File: src/inc/otl_pkg.sv
// constants and types shared by the overcurrent trip logic
package otl_pkg;

  // ********************************
  // ** clock and time base
  // ********************************
  localparam int unsigned CLK_MHZ       = 250;
  localparam int unsigned TICK_US       = 1000;
  localparam int unsigned TICK_CYC      = CLK_MHZ * TICK_US;

  // ********************************
  // ** current bands, tenths of rated current
  // ********************************
  localparam logic [7:0] BAND_1P1       = 8'h0B;
  localparam logic [7:0] BAND_1P3       = 8'h0D;
  localparam logic [7:0] BAND_1P5       = 8'h0F;
  localparam logic [7:0] BAND_1P8       = 8'h12;
  localparam logic [7:0] BAND_2P0       = 8'h14;

  // ********************************
  // ** trip times in ms
  // ********************************
  localparam logic [15:0] T_B1_FAST     = 16'h1B58;
  localparam logic [15:0] T_B1_STD      = 16'h2710;
  localparam logic [15:0] T_B1_SLOW     = 16'h3A98;
  localparam logic [15:0] T_B3_FAST     = 16'h02BC;
  localparam logic [15:0] T_B3_STD      = 16'h03E8;
  localparam logic [15:0] T_B3_SLOW     = 16'h05DC;
  localparam logic [15:0] T_B4_FAST     = 16'h0046;
  localparam logic [15:0] T_B4_STD      = 16'h0064;
  localparam logic [15:0] T_B4_SLOW     = 16'h0096;
  localparam logic [15:0] T_B5_FAST     = 16'h0001;
  localparam logic [15:0] T_B5_STD      = 16'h0008;
  localparam logic [15:0] T_B5_SLOW     = 16'h000C;
  localparam logic [15:0] T_ZERO        = 16'h0000;
  localparam logic [15:0] T_ONE         = 16'h0001;

  // ********************************
  // ** types
  // ********************************
  typedef enum logic [1:0] {
    OTL_FAST,
    OTL_STD,
    OTL_SLOW
  } otl_speed_t;

  typedef enum logic [1:0] {
    OTL_CAUSE_NONE,
    OTL_CAUSE_CURVE,
    OTL_CAUSE_HWLIM,
    OTL_CAUSE_INTEG
  } otl_cause_t;

  typedef enum {
    ST_OFF,
    ST_ON,
    ST_TRIP
  } otl_state_t;

endpackage : otl_pkg

File: src/inc/otl_curve_if.sv
// interface between trip controller and curve lookup
`timescale 1ns/1ns
`default_nettype none
interface otl_curve_if;
  import otl_pkg::*;
  logic [7:0]  load_x10;   // current in tenths of rated
  otl_speed_t  speed;      // effective speed
  logic        over;       // current in a trip band
  logic [15:0] limit_ms;   // trip time for the band
  modport ctrl (output load_x10, output speed, input over, input limit_ms);
  modport lut  (input load_x10, input speed, output over, output limit_ms);
endinterface : otl_curve_if
`default_nettype wire

File: src/core/otl_curve.sv
// tripping characteristic lookup
`timescale 1ns/1ns
`default_nettype none
module otl_curve
  import otl_pkg::*;
(
  otl_curve_if.lut cv  // load current and speed in, over flag and trip time out
);
  logic [15:0] t_fast;
  logic [15:0] t_std;
  logic [15:0] t_slow;

  always_comb begin
    cv.over = 1'b1;
    if (cv.load_x10 >= BAND_2P0) begin // see RL3
      t_fast = T_B5_FAST;
      t_std  = T_B5_STD;
      t_slow = T_B5_SLOW;
    end else if (cv.load_x10 >= BAND_1P8) begin // see RL2
      t_fast = T_B4_FAST;
      t_std  = T_B4_STD;
      t_slow = T_B4_SLOW;
    end else if (cv.load_x10 >= BAND_1P5) begin // see RL2
      t_fast = T_B3_FAST;
      t_std  = T_B3_STD;
      t_slow = T_B3_SLOW;
    end else if (cv.load_x10 >= BAND_1P3) begin
      // halved times of the lowest band, see RL1
      t_fast = T_B1_FAST >> 1;
      t_std  = T_B1_STD >> 1;
      t_slow = T_B1_SLOW >> 1;
    end else begin // see RL1
      t_fast = T_B1_FAST;
      t_std  = T_B1_STD;
      t_slow = T_B1_SLOW;
      cv.over = (cv.load_x10 >= BAND_1P1); // see RL11
    end
    case (cv.speed)
      OTL_FAST: cv.limit_ms = t_fast;
      OTL_SLOW: cv.limit_ms = t_slow;
      default:  cv.limit_ms = t_std;
    endcase
  end
endmodule : otl_curve
`default_nettype wire

File: src/core/otl_trip.sv
// trip controller for one protected output channel
`timescale 1ns/1ns
`default_nettype none

// Notes on behaviour
// RL1: from 1.1 to 1.2 times rated the channel trips after 7000/10000/15000 ms, half that at 1.3-1.4.
// RL2: from 1.5 to 1.7 times rated it trips after 700/1000/1500 ms, and 70/100/150 ms at 1.8-1.9.
// RL3: at twice rated or more it trips after 1, 8 or 12 ms for fast, standard or slow.
// RL4: a standard-only variant ignores fast and slow selections and uses standard.
// RL5: curve tripping is armed only once the output has been switched on successfully.
// RL6: an overload seen at switch-on makes the hardware limits shut down and keep the output off.
// RL7: while on, a hardware power or current limit trips after a fixed delay, not the curve time.
// RL8: the power and current limit check is active whether or not the output is on.
// RL9: a load integral builds up over repeated overcurrent pulses and trips when over its limit.
// RL10: a load switched on downstream of an already-on output is judged by the curve.
// RL11: below 1.1 times rated no curve timer runs, and a running one restarts.
// RL12: after any trip the output stays off and the trip flag stays set until re-enabled.
module otl_trip
  import otl_pkg::*;
#(
  parameter int unsigned TICK_CYCLES = TICK_CYC,   // cycles per 1 ms tick
  parameter int unsigned HW_DELAY_MS = 1,          // fixed hardware-limit delay
  parameter int unsigned INTEG_LIMIT = 40000,      // load integral trip level
  parameter bit          STD_ONLY    = 1'b0        // standard speed only variant
) (
  input  wire logic       sys_clk,      // 250 MHz clock
  input  wire logic       srst,         // synchronous reset, high
  input  wire logic       on_cmd,       // request output on (level)
  input  wire logic       rearm,        // re-enable after trip (pulse)
  input  wire logic [1:0] speed_sel,    // 0 fast, 1 standard, 2 slow
  input  wire logic [7:0] load_x10,     // current, tenths of rated
  input  wire logic       hw_limit,     // power or current limit exceeded
  output logic            out_en_r,     // channel output switch
  output logic            trip_r,       // sticky trip flag
  output logic [1:0]      cause_r       // cause of last trip
);

  // ********************************
  // ** lookup and speed selection
  // ********************************
  otl_curve_if cv ();
  otl_curve u_curve (.cv(cv.lut));

  assign cv.load_x10 = load_x10;
  always_comb begin
    if (STD_ONLY || speed_sel == 2'h3)  // see RL4
      cv.speed = OTL_STD;
    else
      cv.speed = otl_speed_t'(speed_sel);
  end

  // ********************************
  // ** millisecond tick
  // ********************************
  logic [31:0] tick_cnt_r;
  logic        tick;
  assign tick = (tick_cnt_r == TICK_CYCLES - 1);
  always_ff @(posedge sys_clk) begin
    if (srst || tick)
      tick_cnt_r <= 32'h0000_0000;
    else
      tick_cnt_r <= tick_cnt_r + 32'h0000_0001;
  end

  // ********************************
  // ** state machine
  // ********************************
  otl_state_t  state_r;
  otl_state_t  state_nxt;
  logic [15:0] curve_ms_r;
  logic [15:0] hw_ms_r;
  logic [31:0] integ_r;
  logic        curve_hit;
  logic        hw_hit;
  logic        integ_hit;

  assign curve_hit = (state_r == ST_ON) && cv.over && tick &&
                     (curve_ms_r + T_ONE >= cv.limit_ms);
  assign hw_hit    = hw_limit && (state_r == ST_ON) && tick &&
                     (hw_ms_r + T_ONE >= 16'(HW_DELAY_MS));   // see RL7
  assign integ_hit = (state_r == ST_ON) && (integ_r > INTEG_LIMIT); // see RL9

  always_comb begin
    state_nxt = state_r;
    case (state_r)
      ST_OFF: begin
        if (on_cmd && hw_limit)          // see RL6, RL8
          state_nxt = ST_TRIP;
        else if (on_cmd)
          state_nxt = ST_ON;
      end
      ST_ON: begin
        if (!on_cmd)
          state_nxt = ST_OFF;
        else if (curve_hit || hw_hit || integ_hit)
          state_nxt = ST_TRIP;
      end
      ST_TRIP: begin
        if (rearm)                       // see RL12
          state_nxt = ST_OFF;
      end
      default: state_nxt = ST_OFF;
    endcase
  end

  always_ff @(posedge sys_clk) begin
    if (srst)
      state_r <= ST_OFF;
    else
      state_r <= state_nxt;
  end

  // ********************************
  // ** curve timer, runs only while on
  // ********************************
  always_ff @(posedge sys_clk) begin
    if (srst || state_r != ST_ON || !cv.over)  // see RL5, RL10, RL11
      curve_ms_r <= T_ZERO;
    else if (tick && curve_ms_r != 16'hFFFF)
      curve_ms_r <= curve_ms_r + T_ONE;
  end

  // ********************************
  // ** fixed hardware-limit timer
  // ********************************
  always_ff @(posedge sys_clk) begin
    if (srst || state_r != ST_ON || !hw_limit)  // see RL7
      hw_ms_r <= T_ZERO;
    else if (tick && hw_ms_r != 16'hFFFF)
      hw_ms_r <= hw_ms_r + T_ONE;
  end

  // ********************************
  // ** load integral, leaks only below 1.1 rated
  // ********************************
  always_ff @(posedge sys_clk) begin
    if (srst || state_r == ST_TRIP)
      integ_r <= 32'h0000_0000;
    else if (tick && load_x10 > BAND_1P1)  // see RL9
      integ_r <= integ_r + 32'(load_x10 - BAND_1P1);
    else if (tick && load_x10 < BAND_1P1 && integ_r != 32'h0000_0000)
      integ_r <= integ_r - 32'h0000_0001;
  end

  // ********************************
  // ** outputs
  // ********************************
  always_ff @(posedge sys_clk) begin
    if (srst)
      out_en_r <= 1'b0;
    else
      out_en_r <= (state_nxt == ST_ON);  // see RL6, RL12
  end

  always_ff @(posedge sys_clk) begin
    if (srst) begin
      trip_r  <= 1'b0;
      cause_r <= OTL_CAUSE_NONE;
    end else if (state_r != ST_TRIP && state_nxt == ST_TRIP) begin  // see RL12
      trip_r <= 1'b1;
      if (state_r == ST_OFF || hw_hit)
        cause_r <= OTL_CAUSE_HWLIM;
      else if (curve_hit)
        cause_r <= OTL_CAUSE_CURVE;
      else
        cause_r <= OTL_CAUSE_INTEG;
    end else if (state_r == ST_TRIP && rearm) begin
      trip_r  <= 1'b0;
      cause_r <= OTL_CAUSE_NONE;
    end
  end
endmodule : otl_trip
`default_nettype wire

File: config.mk
export PLATFORM = sky130hd
export DESIGN_NAME = otl_trip
export DESIGN_NICKNAME = d
export VERILOG_FILES = /design/src/inc/otl_pkg.sv /design/src/inc/otl_curve_if.sv /design/src/core/otl_curve.sv /design/src/core/otl_trip.sv
export SDC_FILE = /design/constraint.sdc
export NUM_CORES = 1
export LEC_CHECK = 0
export BUFFER_PORTS_ARGS = -buffer_cell sky130_fd_sc_hd__buf_2
export CAP_MARGIN = 20
export CORE_ASPECT_RATIO = 0.7
export CORE_MARGIN = 8
export CORE_UTILIZATION = 62
export DETAILED_ROUTE_END_ITERATION = 12
export GPL_ROUTABILITY_DRIVEN = 0
export PLACE_DENSITY = 0.82
export SLEW_MARGIN = 20
export SYNTH_ARGS = -nofsm -noshare
export SYNTH_HDL_FRONTEND = slang
export SYNTH_SLANG_ARGS = --single-unit
File: constraint.sdc
create_clock -name sys_clk -period 12.1 [get_ports sys_clk]
set_clock_uncertainty 0.2 [all_clocks]
set_input_delay 2.42 -clock sys_clk [delete_from_list [all_inputs] [get_ports sys_clk]]
set_output_delay 2.42 -clock sys_clk [all_outputs]
set_load 0.1 [all_outputs]
==> results.toml <==
[floorplanning]
die_h_microns = 110
start_util_pct = 63.4
core_area_sq_mm = 0.0124
die-width_microns = 150
rows = 34
io_pins = 19
dieArea_sq_mm = 0.0166

[power]
swShare_pct = 24.0
power_mw = 1.01
power.internal_uw = 764
irDropWorstVdd_mv = 0.119
p_clk_share_pct = 53.1
p_comb_share_pct = 3.0
switchingPower_uw = 242
seqPwrFrac_pct = 44.0
leakage_nw = 3.53
power_density_mw_per_mm2 = 115

[layout]
final_nets = 1076
multiInputGateArea_sq_mm = 0.00507
nFillCells = 965
drive_above_1_share_pct = 6.76
final_area_sq_mm = 0.00872
register_area_sq_mm = 0.00264
area.growth.synth_to_final_pct = 11.2

[setup_path]
worstSetupEndpointType = "flop"
rr_worst_depth = 15
critPathKind = "primary input to flop"
worstReg2RegEnd = "integ_r[30]"
setup.worst_path.start = "load_x10[5]"
endpoint = "integ_r[31]"
rr_startpoint = "tick_cnt_r[13]"
critPathArrivalTime_ns = 7.02
cp-start-kind = "primary input"
rrSetupSlack_ns = 6.43
crit_fanout = 23
critical_path_required_ns = 12.26

[route]
postRouteAntennaNets = 0
drtPass1Iterations = 5
wirelength_mm = 17.3
vias_per_cell = 5.82
avgRoutedWirePerCell_microns = 14.6
via_count = 6887
drc_errors = 0
drt_iter0_markers = 541

[placed_design]
pre_cts_ws_ns = 4.91
place_area_sq_mm = 0.00811
io_buffer_count = 18
hpwl_mm = 11.9

[timing]
drv_slew = 0
fin_crit_sh_pct = 56.7
rsz0062_at_grt = "false"
fmax_mhz = 146
max_slew.worst_pin.slew_ns = 1.03
hold_viol_final = 0
fin_tns_setup_ns = 0
worst_slack_ns = 5.24
slew-limit-headroom_pct = 30.9
period_needed_ns = 6.86
setup_viol = 0

[synth]
netlist_area_sq_mm = 0.00785
ys_types = 72
yosysSeqAreaShare_pct = 33.7
ys_warn_count = 0
synthArstFlopShare_pct = 0
synthTopCellsByArea = "dfxtp_1, ha_1, nand2_1"
syn_avg_cell_area_sq_um = 8.03
synth_edf_count = 0
syn_inst = 977
netlist.area_leader.share_pct = 33.7
yosys.area.top_type = "dfxtp_1"
synth_seq_cells = 132
ys.flop_type = "dfxtp_1"

[clock_tree]
postCtsSetupBuffers = 0
root_buffer = "clkbuf_16"
cts_num_sinks = 132
clockBufferDepth = 2
cts_tree = "done"
post_cts_resized = 0
clk_pin_slew_worst_paths_ns = 0.06
clk_latency_ns = 0.43
cts-hold-fix-buffers = 0
cts_max_level = 4
cts_buffers = 17

[hold_path]
hold_class = "flop to flop"

[global_routing]
grt_start_max_net_pins = 33
antenna_found_initial = 1
grt_pass1_wl_mm = 29.6
grt_usage_pct = 21.9
grt_pass1_vias = 6239
grt_overflow = 0

[outcome]
status = "finished clean"

[job]
drv_cap = 0
[logic make-up after synthesis]
kind of cell / count (synthesis) / share of synthesized area (%)
AND/OR/NAND/NOR: 422 / 26.5
multiplexers: 8 / 1.08
other: 1 / 0.0478
AO/OA/AOI/OAI: 209 / 16.9
adder cells (fa/ha/maj): 54 / 8.71
buffers and inverters: 62 / 3.14
XOR/XNOR: 89 / 9.93
flip-flops: 132 / 33.7
[registers in the layout (all words and copies together), names as in the netlist]
signal	cells
trip_r	1
state_r	32
curve_ms_r	16
tick_cnt_r	32
hw_ms_r	16
integ_r	32
out_en_r	1
cause_r	2
[synthesized netlist by cell type, types with 8 or more instances]
master and n:
xnor2_1 41, o211ai_1 10, nand3_1 42, and3_1 13
ha_1 53, inv_1 25, nor2b_1 11, o21ai_0 42
a211oi_1 8, nor4_1 22, nand2_1 113, nor3_1 20
a21oi_1 81, or3_1 19, buf_2 10, dfxtp_1 132
clkbuf_1 25, nor2_1 109, xor2_1 48, nand4_1 28
a21o_1 17, nand2b_1 9
[worst max-delay path, cell delays in order]
cell,delay [ns]
buf_2,0.13
or3_1,0.44
nor2_1,0.36
nand2_1,0.13
and2_1,0.28
nand2_1,0.72
ha_1,0.44
a21o_1,0.20
a21o_1,0.18
a31o_2,0.26
a2111o_1,0.38
o21ai_1,0.34
o31a_1,0.23
nand4_1,0.11
o311ai_1,0.18
mux2i_1,0.21
[worst min path at each step]
| stage | slack (ns) | cells after the start | start | endpoint |
|---|---|---|---|---|
| after global placement | 0.23 | 1 | tick_cnt_r[0] | tick_cnt_r[0] |
| after global routing | 0.27 | 1 | tick_cnt_r[0] | tick_cnt_r[0] |
| after detailed placement | 0.24 | 1 | tick_cnt_r[0] | tick_cnt_r[0] |
| final | 0.25 | 1 | tick_cnt_r[0] | tick_cnt_r[0] |
| after floorplan | 0.22 | 1 | tick_cnt_r[0] | tick_cnt_r[0] |
| after CTS | 0.26 | 1 | tick_cnt_r[0] | tick_cnt_r[0] |
[power groups by stage]
stage | Sequential (mW) | Clock (mW) | Combinational, mW
floorplan | 0.452 | 0 | 0.0212
global placement | 0.452 | 0 | 0.0284
detailed placement | 0.452 | 0 | 0.0291
CTS | 0.443 | 0.541 | 0.0293
global route | 0.443 | 0.564 | 0.0338
finish | 0.443 | 0.534 | 0.0298
[metrics by stage]
stage	cells	hold WS, ns	util, %
finish	1183	0.247	70.5
global route	1183	0.267	70.5
detailed placement	1150	0.243	65.5
global placement	1150	0.232	65.5
CTS	1182	0.256	70.5
floorplan	1006	0.218	-
[cells in the final DEF, fill, tap and decap left out, types with 7 or more instances in the layout]
| master | Yosys | layout |
|---|---|---|
| nand4_1 | 28 | 28 |
| conb_1 | 1 | 30 |
| o21bai_1 | 7 | 7 |
| xnor2_1 | 41 | 41 |
| clkbuf_16 | 0 | 17 |
| a21oi_1 | 81 | 81 |
| dfxtp_1 | 132 | 132 |
| inv_1 | 25 | 25 |
| or3_1 | 19 | 19 |
| xor2_1 | 48 | 48 |
| and3_1 | 13 | 13 |
| o211ai_1 | 10 | 10 |
| o21ai_0 | 42 | 42 |
| buf_2 | 10 | 18 |
| nand2_1 | 113 | 113 |
| a211oi_1 | 8 | 8 |
| nor2b_1 | 11 | 11 |
| nand3_1 | 42 | 42 |
| ha_1 | 53 | 53 |
| nand2b_1 | 9 | 9 |
| mux2i_1 | 7 | 7 |
| nor2_1 | 109 | 109 |
| a21o_1 | 17 | 17 |
| nor3_1 | 20 | 20 |
| nor4_1 | 22 | 22 |
[area by class of cell]
| type | count | share of cell area, % |
|---|---|---|
| diodes | 1 | 0.0287 |
| clock buffers | 17 | 4.88 |
| clock inverters | 15 | 2.14 |
| inverters | 25 | 1.08 |
| multi-input cells | 812 | 58.2 |
| flip-flops and latches | 132 | 30.3 |
| well taps | 162 | 2.32 |
| repair buffers | 19 | 1.12 |
[routing by layer]
layer	GRT usage (%)	up-vias	share of wire [%]
met5	0	-	0
met4	8.53	0	1.6
met3	4.89	30	5.6
met2	32.2	172	43
met1	30.8	3152	50
li1	-	3533	-
Note: power is estimated with default switching activity, not from simulation.
